`src/design/tecb_pkg.sv`:
```
// Constants for the timer/event counter with buzzer block.
// Assumes a 32-bit AHB-Lite register bus with word-aligned registers.
package tecb_pkg;
  // ==========================================================
  // Register byte offsets
  localparam logic [7:0] A_CTRL0 = 8'h00;
  localparam logic [7:0] A_CNT0 = 8'h04;
  localparam logic [7:0] A_CTRL1 = 8'h08;
  localparam logic [7:0] A_CNT1L = 8'h0C;
  localparam logic [7:0] A_CNT1H = 8'h10;
  localparam logic [7:0] A_IRQEN = 8'h14;
  localparam logic [7:0] A_PORTB = 8'h18;
  localparam logic [7:0] A_STAT = 8'h1C;
  // ==========================================================
  // Control register fields
  localparam int MODE_HI = 7;
  localparam int MODE_LO = 6;
  localparam int RUN_BIT = 4;
  localparam int EDGE_BIT = 3;
  localparam int PSC_HI = 2;
  // Mode field encodings
  localparam logic [1:0] MODE_OFF = 2'h0;
  localparam logic [1:0] MODE_EVT = 2'h1;
  localparam logic [1:0] MODE_TMR = 2'h2;
  localparam logic [1:0] MODE_PW = 2'h3;
  // ==========================================================
  // Port B register fields
  localparam int PB_DATA0 = 0;
  localparam int PB_DATA1 = 1;
  localparam int PB_DIR0 = 2;
  localparam int PB_DIR1 = 3;
  localparam int PB_BUZ_EN = 4;
  localparam int PB_BUZ_SRC = 5;
  // Reset values
  localparam logic [7:0] CTRL_RST = 8'h00;
  localparam logic [5:0] PORTB_RST = 6'h0C;
  localparam logic [1:0] IRQEN_RST = 2'h0;
  // Full counts
  localparam logic [7:0] MAX0 = 8'hFF;
  localparam logic [15:0] MAX1 = 16'hFFFF;
endpackage : tecb_pkg

```
`src/design/tecb_top.sv`:
```
// Timer/event counter pair with buzzer output and AHB-Lite register slave.
// Assumes one 250 MHz clock, pins arriving asynchronously, single-slave bus.
// Functional notes
// - Mode 1,0 selects timer mode counting internal clock ticks.
// - Eight-bit counter timer clock is system clock over prescaler ratio.
// - Sixteen-bit counter uses system clock over four, no prescaler.
// - Counter advances only while run bit set; cleared run holds count.
// - Timer mode increments on falling edge of internal count clock.
// - Overflow raises request, reloads from preload, keeps counting.
// - Interrupt enable bit zero suppresses timer interrupt.
// - Enabled overflow interrupt acts as power-down wake source.
// - Mode 0,1 counts external pin transitions while run bit high.
// - Edge bit low counts rising edges, high counts falling edges.
// - Event counting continues in power down; overflow interrupts and wakes.
// - Mode 1,1 counts internal clock only while external pulse active.
// - Edge low measures low pulse; edge high measures high pulse.
// - Pulse end clears run bit and halts, residual count readable.
// - In timer and event modes only software changes run bit.
// - After automatic stop pin edges ignored until software sets run.
// - Pulse measurement starts and stops on detected edges, not levels.
// - Overflow during pulse measurement raises request and reloads.
// - Buzzer enabled: each selected overflow toggles output; second is inverse.
// - Buzzer drives only lines whose direction bits say output.
// - Buzzer active only while data bit zero is one; else both low.
// - Control: mode bits 7:6, run bit 4, edge bit 3, prescale 2:0.
// - Preload write when stopped loads counter; running, at next overflow.
// - Sixteen-bit low byte write buffered, committed on high byte write.
// - Pin transitions synchronised, recognised on the system clock without waiting for a count clock.
//
// The placing of the registers and the AHB-Lite slave port were left to the implementer.
`timescale 1ns/1ps
module tecb_top (
  // Clock and reset
  input wire logic CLK,
  input wire logic RST,
  // AHB-Lite slave
  input wire logic HSEL,
  input wire logic [31:0] HADDR,
  input wire logic [1:0] HTRANS,
  input wire logic HWRITE,
  input wire logic [2:0] HSIZE,
  input wire logic [31:0] HWDATA,
  input wire logic HREADY,
  output logic [31:0] HRDATA,
  output logic HREADYOUT,
  output logic HRESP,
  // External count pins
  input wire logic COUNT0_PIN,
  input wire logic COUNT1_PIN,
  // Interrupt requests and wake-up
  output logic IRQ0,
  output logic IRQ1,
  output logic WAKE,
  // Buzzer pins on port B lines zero and one
  output logic TONE_OUT_TRUE_O,
  output logic TONE_OUT_TRUE_OE,
  output logic TONE_OUT_INV_O,
  output logic TONE_OUT_INV_OE
);

  // ==========================================================
  // State
  typedef struct packed {
    logic ph_valid;
    logic ph_write;
    logic [7:0] ph_addr;
    logic [31:0] rdata;
    logic ready;
    logic [7:0] ctrl0;
    logic [7:0] ctrl1;
    logic [7:0] cnt0;
    logic [7:0] pre0;
    logic [15:0] cnt1;
    logic [15:0] pre1;
    logic [7:0] lo_wbuf;
    logic [7:0] lo_rlatch;
    logic [1:0] irqen;
    logic [5:0] portb;
    logic [7:0] psc_cnt;
    logic [1:0] div4;
    logic [2:0] sy0;
    logic [2:0] sy1;
    logic act0;
    logic act1;
    logic buz;
    logic irq0;
    logic irq1;
    logic wake;
    logic t_o;
    logic t_oe;
    logic i_o;
    logic i_oe;
  } tecb_state_t;

  tecb_state_t s;
  tecb_state_t next_s;

  // ==========================================================
  // Per-counter control: {advance, pulse start, pulse end}
  function automatic logic [2:0] tecb_ctl(
    input logic [1:0] mode,
    input logic run,
    input logic edge_pol,
    input logic itick,
    input logic rise,
    input logic fall,
    input logic active
  );
    logic ev;
    logic st;
    logic sp;
    logic adv;
    ev = edge_pol ? fall : rise;
    st = run && (mode == tecb_pkg::MODE_PW) && !active
      && (edge_pol ? rise : fall);
    sp = run && (mode == tecb_pkg::MODE_PW) && active
      && (edge_pol ? fall : rise);
    case (mode)
      tecb_pkg::MODE_TMR: adv = run && itick;
      tecb_pkg::MODE_EVT: adv = run && ev;
      tecb_pkg::MODE_PW: adv = run && active && itick;
      default: adv = 1'b0;
    endcase
    return {adv, st, sp};
  endfunction : tecb_ctl

  // ==========================================================
  // Next-state logic
  logic [7:0] next_psc;
  logic [1:0] next_div;
  logic tick0;
  logic tick1;
  logic [2:0] c0;
  logic [2:0] c1;
  logic ov0;
  logic ov1;
  logic wr;
  logic rd;
  logic [7:0] wb;
  logic buz_ov;

  always_comb begin
    next_s = s;
    // Prescaler and fixed divider, ticks on the falling edge of the count clock
    next_psc = s.psc_cnt + 8'h01;
    next_div = s.div4 + 2'h1;
    next_s.psc_cnt = next_psc;
    next_s.div4 = next_div;
    tick0 = s.psc_cnt[s.ctrl0[tecb_pkg::PSC_HI:0]]
      && !next_psc[s.ctrl0[tecb_pkg::PSC_HI:0]];
    tick1 = s.div4[1] && !next_div[1];
    // Pin synchronisers; edges seen only on the later stages
    next_s.sy0 = {s.sy0[1:0], COUNT0_PIN};
    next_s.sy1 = {s.sy1[1:0], COUNT1_PIN};
    c0 = tecb_ctl(s.ctrl0[tecb_pkg::MODE_HI:tecb_pkg::MODE_LO], s.ctrl0[tecb_pkg::RUN_BIT],
      s.ctrl0[tecb_pkg::EDGE_BIT], tick0, s.sy0[1] && !s.sy0[2],
      !s.sy0[1] && s.sy0[2], s.act0);
    c1 = tecb_ctl(s.ctrl1[tecb_pkg::MODE_HI:tecb_pkg::MODE_LO], s.ctrl1[tecb_pkg::RUN_BIT],
      s.ctrl1[tecb_pkg::EDGE_BIT], tick1, s.sy1[1] && !s.sy1[2],
      !s.sy1[1] && s.sy1[2], s.act1);
    // Counter 0
    ov0 = c0[2] && (s.cnt0 == tecb_pkg::MAX0);
    if (ov0) begin
      next_s.cnt0 = s.pre0;
    end else if (c0[2]) begin
      next_s.cnt0 = s.cnt0 + 8'h01;
    end
    if (c0[0]) begin
      next_s.act0 = 1'b0;
      next_s.ctrl0[tecb_pkg::RUN_BIT] = 1'b0;
    end else if (c0[1]) begin
      next_s.act0 = 1'b1;
    end else if (!s.ctrl0[tecb_pkg::RUN_BIT]) begin
      next_s.act0 = 1'b0;
    end
    // Counter 1
    ov1 = c1[2] && (s.cnt1 == tecb_pkg::MAX1);
    if (ov1) begin
      next_s.cnt1 = s.pre1;
    end else if (c1[2]) begin
      next_s.cnt1 = s.cnt1 + 16'h0001;
    end
    if (c1[0]) begin
      next_s.act1 = 1'b0;
      next_s.ctrl1[tecb_pkg::RUN_BIT] = 1'b0;
    end else if (c1[1]) begin
      next_s.act1 = 1'b1;
    end else if (!s.ctrl1[tecb_pkg::RUN_BIT]) begin
      next_s.act1 = 1'b0;
    end
    // Interrupt request pulses and wake-up
    next_s.irq0 = ov0 && s.irqen[0];
    next_s.irq1 = ov1 && s.irqen[1];
    next_s.wake = (ov0 && s.irqen[0]) || (ov1 && s.irqen[1]);
    // ========================================================
    // Bus: address phase taken, one wait cycle, then data phase ends
    wr = s.ph_valid && s.ph_write;
    rd = s.ph_valid && !s.ph_write;
    wb = HWDATA[7:0];
    next_s.ready = 1'b1;
    next_s.ph_valid = 1'b0;
    if (HSEL && HREADY && HTRANS[1] && !s.ph_valid) begin
      next_s.ph_valid = 1'b1;
      next_s.ph_write = HWRITE;
      next_s.ph_addr = HADDR[7:0];
      next_s.ready = 1'b0;
    end
    if (rd) begin
      case (s.ph_addr)
        tecb_pkg::A_CTRL0: next_s.rdata = {24'h000000, s.ctrl0};
        tecb_pkg::A_CNT0: next_s.rdata = {24'h000000, s.cnt0};
        tecb_pkg::A_CTRL1: next_s.rdata = {24'h000000, s.ctrl1};
        tecb_pkg::A_CNT1L: next_s.rdata = {24'h000000, s.lo_rlatch};
        tecb_pkg::A_CNT1H: begin
          next_s.rdata = {24'h000000, s.cnt1[15:8]};
          next_s.lo_rlatch = s.cnt1[7:0];
        end
        tecb_pkg::A_IRQEN: next_s.rdata = {30'h00000000, s.irqen};
        tecb_pkg::A_PORTB: next_s.rdata = {26'h0000000, s.portb};
        tecb_pkg::A_STAT: next_s.rdata = {28'h0000000, s.act1, s.act0,
          s.ctrl1[tecb_pkg::RUN_BIT], s.ctrl0[tecb_pkg::RUN_BIT]};
        default: next_s.rdata = 32'h00000000;
      endcase
    end
    if (wr) begin
      case (s.ph_addr)
        tecb_pkg::A_CTRL0: begin
          next_s.ctrl0 = {wb[7:6], 1'b0, wb[4:0]};
          next_s.act0 = 1'b0;
        end
        tecb_pkg::A_CNT0: begin
          next_s.pre0 = wb;
          if (!s.ctrl0[tecb_pkg::RUN_BIT]) begin
            next_s.cnt0 = wb;
          end
        end
        tecb_pkg::A_CTRL1: begin
          next_s.ctrl1 = {wb[7:6], 1'b0, wb[4:3], 3'h0};
          next_s.act1 = 1'b0;
        end
        tecb_pkg::A_CNT1L: next_s.lo_wbuf = wb;
        tecb_pkg::A_CNT1H: begin
          next_s.pre1 = {wb, s.lo_wbuf};
          if (!s.ctrl1[tecb_pkg::RUN_BIT]) begin
            next_s.cnt1 = {wb, s.lo_wbuf};
          end
        end
        tecb_pkg::A_IRQEN: next_s.irqen = wb[1:0];
        tecb_pkg::A_PORTB: next_s.portb = wb[5:0];
        default: next_s.portb = s.portb;
      endcase
    end
    // ========================================================
    // Buzzer on port B lines zero and one
    buz_ov = s.portb[tecb_pkg::PB_BUZ_SRC] ? ov1 : ov0;
    if (!s.portb[tecb_pkg::PB_DATA0]) begin
      next_s.buz = 1'b0;
    end else if (buz_ov) begin
      next_s.buz = !s.buz;
    end
    if (s.portb[tecb_pkg::PB_BUZ_EN]) begin
      next_s.t_o = s.portb[tecb_pkg::PB_DATA0] && s.buz;
      next_s.i_o = s.portb[tecb_pkg::PB_DATA0] && !s.buz;
    end else begin
      next_s.t_o = s.portb[tecb_pkg::PB_DATA0];
      next_s.i_o = s.portb[tecb_pkg::PB_DATA1];
    end
    next_s.t_oe = !s.portb[tecb_pkg::PB_DIR0];
    next_s.i_oe = !s.portb[tecb_pkg::PB_DIR1];
  end

  // ==========================================================
  // Registers
  always_ff @(posedge CLK or posedge RST) begin
    if (RST) begin
      s <= '0;
      s.ready <= 1'b1;
      s.ctrl0 <= tecb_pkg::CTRL_RST;
      s.ctrl1 <= tecb_pkg::CTRL_RST;
      s.portb <= tecb_pkg::PORTB_RST;
      s.irqen <= tecb_pkg::IRQEN_RST;
    end else begin
      s <= next_s;
    end
  end

  // ==========================================================
  // Outputs
  assign HRDATA = s.rdata;
  assign HREADYOUT = s.ready;
  assign HRESP = 1'b0;
  assign IRQ0 = s.irq0;
  assign IRQ1 = s.irq1;
  assign WAKE = s.wake;
  assign TONE_OUT_TRUE_O = s.t_o;
  assign TONE_OUT_TRUE_OE = s.t_oe;
  assign TONE_OUT_INV_O = s.i_o;
  assign TONE_OUT_INV_OE = s.i_oe;

endmodule : tecb_top

```
`config.mk`:
```
export PLATFORM = sky130hd
export DESIGN_NAME = tecb_top
export DESIGN_NICKNAME = d
export VERILOG_FILES = /design/src/design/tecb_pkg.sv /design/src/design/tecb_top.sv
export SDC_FILE = /design/constraint.sdc
export NUM_CORES = 1
export LEC_CHECK = 0
export BUFFER_PORTS_ARGS = -buffer_cell sky130_fd_sc_hd__buf_2
export CORE_ASPECT_RATIO = 0.5
export CORE_MARGIN = 3
export CORE_UTILIZATION = 60
export DETAILED_ROUTE_END_ITERATION = 7
export PLACE_DENSITY = 0.85
export SLEW_MARGIN = 15
export SYNTH_ARGS = -nofsm -noshare
export SYNTH_HDL_FRONTEND = slang
export SYNTH_SLANG_ARGS = --single-unit
```
`constraint.sdc`:
```
create_clock -name CLK -period 12.4 [get_ports CLK]
set_input_delay 2.48 -clock CLK [delete_from_list [all_inputs] [get_ports CLK]]
set_output_delay 2.48 -clock CLK [all_outputs]
set_load 0.005 [all_outputs]
```
==> results.txt <==
DRC Markers: 0
Critical path destination: s[37]$_DFFE_PP0P_
IR Drop Worst-Case VDD: 0.0000826 V
Worst Hold Launch: next_s[11]$_DFF_PP0_
critical path class: in -> async
share of the clock period used by the worst path: 28.5%
class of the most critical hold timing path: reg -> reg
setup repair after global routing missed its margin: false
library cells used by synthesis: 75
startpoint types: input pin
Net count, final: 691
buffers and inverters on the worst path: 3
count of boundary I/O pins: 117
leading cell types by count after synthesis: sky130_fd_sc_hd__dfrtp_1, sky130_fd_sc_hd__nand2_1, sky130_fd_sc_hd__mux2_2, sky130_fd_sc_hd__buf_4, sky130_fd_sc_hd__nand3_1
standard cell with the maximum stage delay on the critical path: sky130_fd_sc_hd__buf_4
level count of the clock H-tree: 4
worst setup path start: RST
Gates resized, CTS repair: 0
worst-case headroom to the max-slew limit: 37.2%
Leak Pwr: 3.30 nW
Max-Cap Viols: 0
crit-path leading delay family: buffers and inverters
clock buffer count from CTS: 17
cell types occupying the most area after synthesis: sky130_fd_sc_hd__dfrtp_1, sky130_fd_sc_hd__mux2_2, sky130_fd_sc_hd__buf_4, sky130_fd_sc_hd__nand2_1, sky130_fd_sc_hd__nand3_1
leading register cell type out of synthesis: sky130_fd_sc_hd__dfrtp_1
number of buffers inserted by port buffering: 39
clock transition at the register clock pins on the worst setup and hold paths after CTS: 50 ps
minimum period implied by the final worst setup slack: 3540 ps
setup slack of the worst register-to-register path: 9550 ps
starting utilization of the core area: 64.2%
Post-synth EDFFs: 0
top cell type by total area after synthesis: sky130_fd_sc_hd__dfrtp_1
peak per-stage delay on the critical path: 750 ps
max frequency: 0.283 GHz
final setup vio count: 0
final hold viol count: 0
average via count per standard cell: 6.45
critical path depth in cells: 3
final core utilization: 71.0%
proportion of netlist area held by the largest area contributor: 49.6%
most used standard cell by instance count after synthesis: sky130_fd_sc_hd__dfrtp_1
standard-cell rows: 25
kind of capture point of the worst setup path: async pin
vias in the first global route: 4,672
result of the run: finished clean
number of antenna repair diodes: 0
data required time at the worst endpoint: 12,850 ps
overall power consumption: 1.13 mW
x dimension of the die: 151 um
TritonCTS clock tree: built
Worst Slack Setup Final: 8860 ps
post-cts hold buffer count: 0
proportion of layout cells with a drive suffix above 1: 22.5%
total congestion overflow after global routing: 0
clock latency at the later pin of the worst-skew pair: 420 ps
post-synthesis register bit count: 128
final worst clock skew: 8.28 ps
slew at the pin closest to its max-slew limit: 940 ps
cell count after synthesis: 581
clock sink total: 128
core region area: 9820 um2
ordered list of cells on the worst path: buf_2, inv_4, buf_4
overall die height: 78.5 um
detail-routed net length per standard cell: 20.7 um
power density cells: 163 nW/um2
setup TNS after final layout: 0 ps
post-CTS setup-driven buffer insertion count: 0
final weighted congestion of routability-driven global placement: 0.918
vias: 4,873
full die area: 11,800 um2
synthesis-to-layout area growth: 10.6%
placement-stage worst setup slack: 8360 ps
Worst Reg2Reg Path Length in Cells: 6
remaining antenna violation count: 0
initial antenna violation count: 0
Synthesis Warnings: 0
DRT Pass-1 Iters: 8
routed wire length: 15.6 mm
fillcell total: 661
largest buffer count on any clock path: 2
Reg2Reg Launch Point: s[154]$_DFFE_PP0P_
all-layer global routing usage: 27.8%
Post-Synthesis Cell Area: 6300 um2
violation count after the first detailed-route iteration: 821
endpoint of the worst register-to-register path: s[79]$_DFF_PP0_
final number of max-transition violations: 0
Post-DP HPWL: 10.1 mm
async set or reset register ratio after synthesis: 100%
Clock Tree Root: sky130_fd_sc_hd__clkbuf_16
worst hold path cell count: 0
first-pass GRT wire length: 24.8 mm
syn avg cell area: 10.9 um2
hold_ws: 353 ps
critical path arrival: 3990 ps
pin count of the biggest net entering global routing: 67
Critical Path Fanout Max: 66
part of the Yosys area used for sequential elements: 50.9%
-- area by class of cell --
| cell class | instances | area [um2] | share of cell area, % |
|---|---|---|---|
| repair buffers | 41 | 210 | 3.02 |
| clock buffers | 22 | 474 | 6.80 |
| clock inverters | 7 | 62.6 | 0.897 |
| flip-flops and latches | 128 | 3210 | 46.0 |
| well taps | 135 | 169 | 2.42 |
| multi-input cells | 402 | 2770 | 39.7 |
| inverters | 21 | 81.3 | 1.17 |
-- registers in the layout (all words and copies together) (netlist names) --
register	count
HREADYOUT	1
HRDATA	8
TONE_OUT_INV_O	1
IRQ1	1
next_s	4
TONE_OUT_INV_OE	1
s	108
IRQ0	1
WAKE	1
TONE_OUT_TRUE_O	1
TONE_OUT_TRUE_OE	1
-- report_power, final --
group	switching (mW)	total [mW]	internal (mW)
clock	0.174	0.460	0.286
sequential	0.0645	0.527	0.462
combinational	0.0856	0.147	0.0619
total	0.324	1.13	0.810
-- worst reg2reg max path: stages, from the launching register on --
cell and delay, ps:
sky130_fd_sc_hd__dfrtp_1 400, sky130_fd_sc_hd__or4b_1 690, sky130_fd_sc_hd__or3_4 450, sky130_fd_sc_hd__nor3_4 730, sky130_fd_sc_hd__a311o_1 230, sky130_fd_sc_hd__o21ai_1 60
sky130_fd_sc_hd__a311oi_1 200
-- logic make-up after synthesis --
family	share of synthesized area, %
xor gates and xnor gates	2.08
DFF	50.9
and+or+nand+nor	14.1
AOI/OAI and AO/OA	14.6
other	0.0595
muxes	10.9
buffers and inverters	6.67
adders and majority gates	0.794
-- cells in the final DEF, fill, tap and decap left out, types with 4 or more instances in the layout --
master / count
sky130_fd_sc_hd__nor2_1: 21
sky130_fd_sc_hd__nand3b_1: 5
sky130_fd_sc_hd__dfrtp_1: 125
sky130_fd_sc_hd__clkinv_2: 5
sky130_fd_sc_hd__a31oi_1: 7
sky130_fd_sc_hd__a21o_1: 9
sky130_fd_sc_hd__a222oi_1: 7
sky130_fd_sc_hd__buf_2: 39
sky130_fd_sc_hd__xor2_1: 9
sky130_fd_sc_hd__o21ai_0: 22
sky130_fd_sc_hd__or3_1: 4
sky130_fd_sc_hd__ha_1: 4
sky130_fd_sc_hd__clkbuf_16: 17
sky130_fd_sc_hd__and3_1: 11
sky130_fd_sc_hd__mux2_2: 52
sky130_fd_sc_hd__inv_1: 20
sky130_fd_sc_hd__a22oi_1: 9
sky130_fd_sc_hd__nand3_1: 24
sky130_fd_sc_hd__xnor2_1: 6
sky130_fd_sc_hd__nor3_1: 11
sky130_fd_sc_hd__conb_1: 25
sky130_fd_sc_hd__mux2i_1: 10
sky130_fd_sc_hd__nand2_1: 70
sky130_fd_sc_hd__a21oi_1: 17
sky130_fd_sc_hd__a41o_1: 4
-- per-stage QoR --
step / cell area (um2) / instances
after floorplan: 6390 / 605
after global placement: 6430 / 727
after detailed placement: 6430 / 727
after CTS: 6970 / 756
after global routing: 6970 / 756
final: 6970 / 756
-- worst min path at each step --
stage	slack, ps	to
floorplan	330	next_s[12]$_DFF_PP0_
global placement	330	next_s[12]$_DFF_PP0_
detailed placement	340	next_s[15]$_DFF_PP0_
CTS	360	next_s[12]$_DFF_PP0_
global route	370	next_s[15]$_DFF_PP0_
finish	350	next_s[12]$_DFF_PP0_
-- metal layers --
| layer | vias up | track usage (%) | part of all wire (%) |
|---|---|---|---|
| li1 | 2101 | - | - |
| met1 | 2381 | 36.5 | 39 |
| met2 | 315 | 43.4 | 45 |
| met3 | 76 | 8.48 | 12 |
| met4 | 0 | 11.1 | 3.8 |
| met5 | - | 0 | 0 |
No activity file was read; power rests on OpenSTA's default activity.
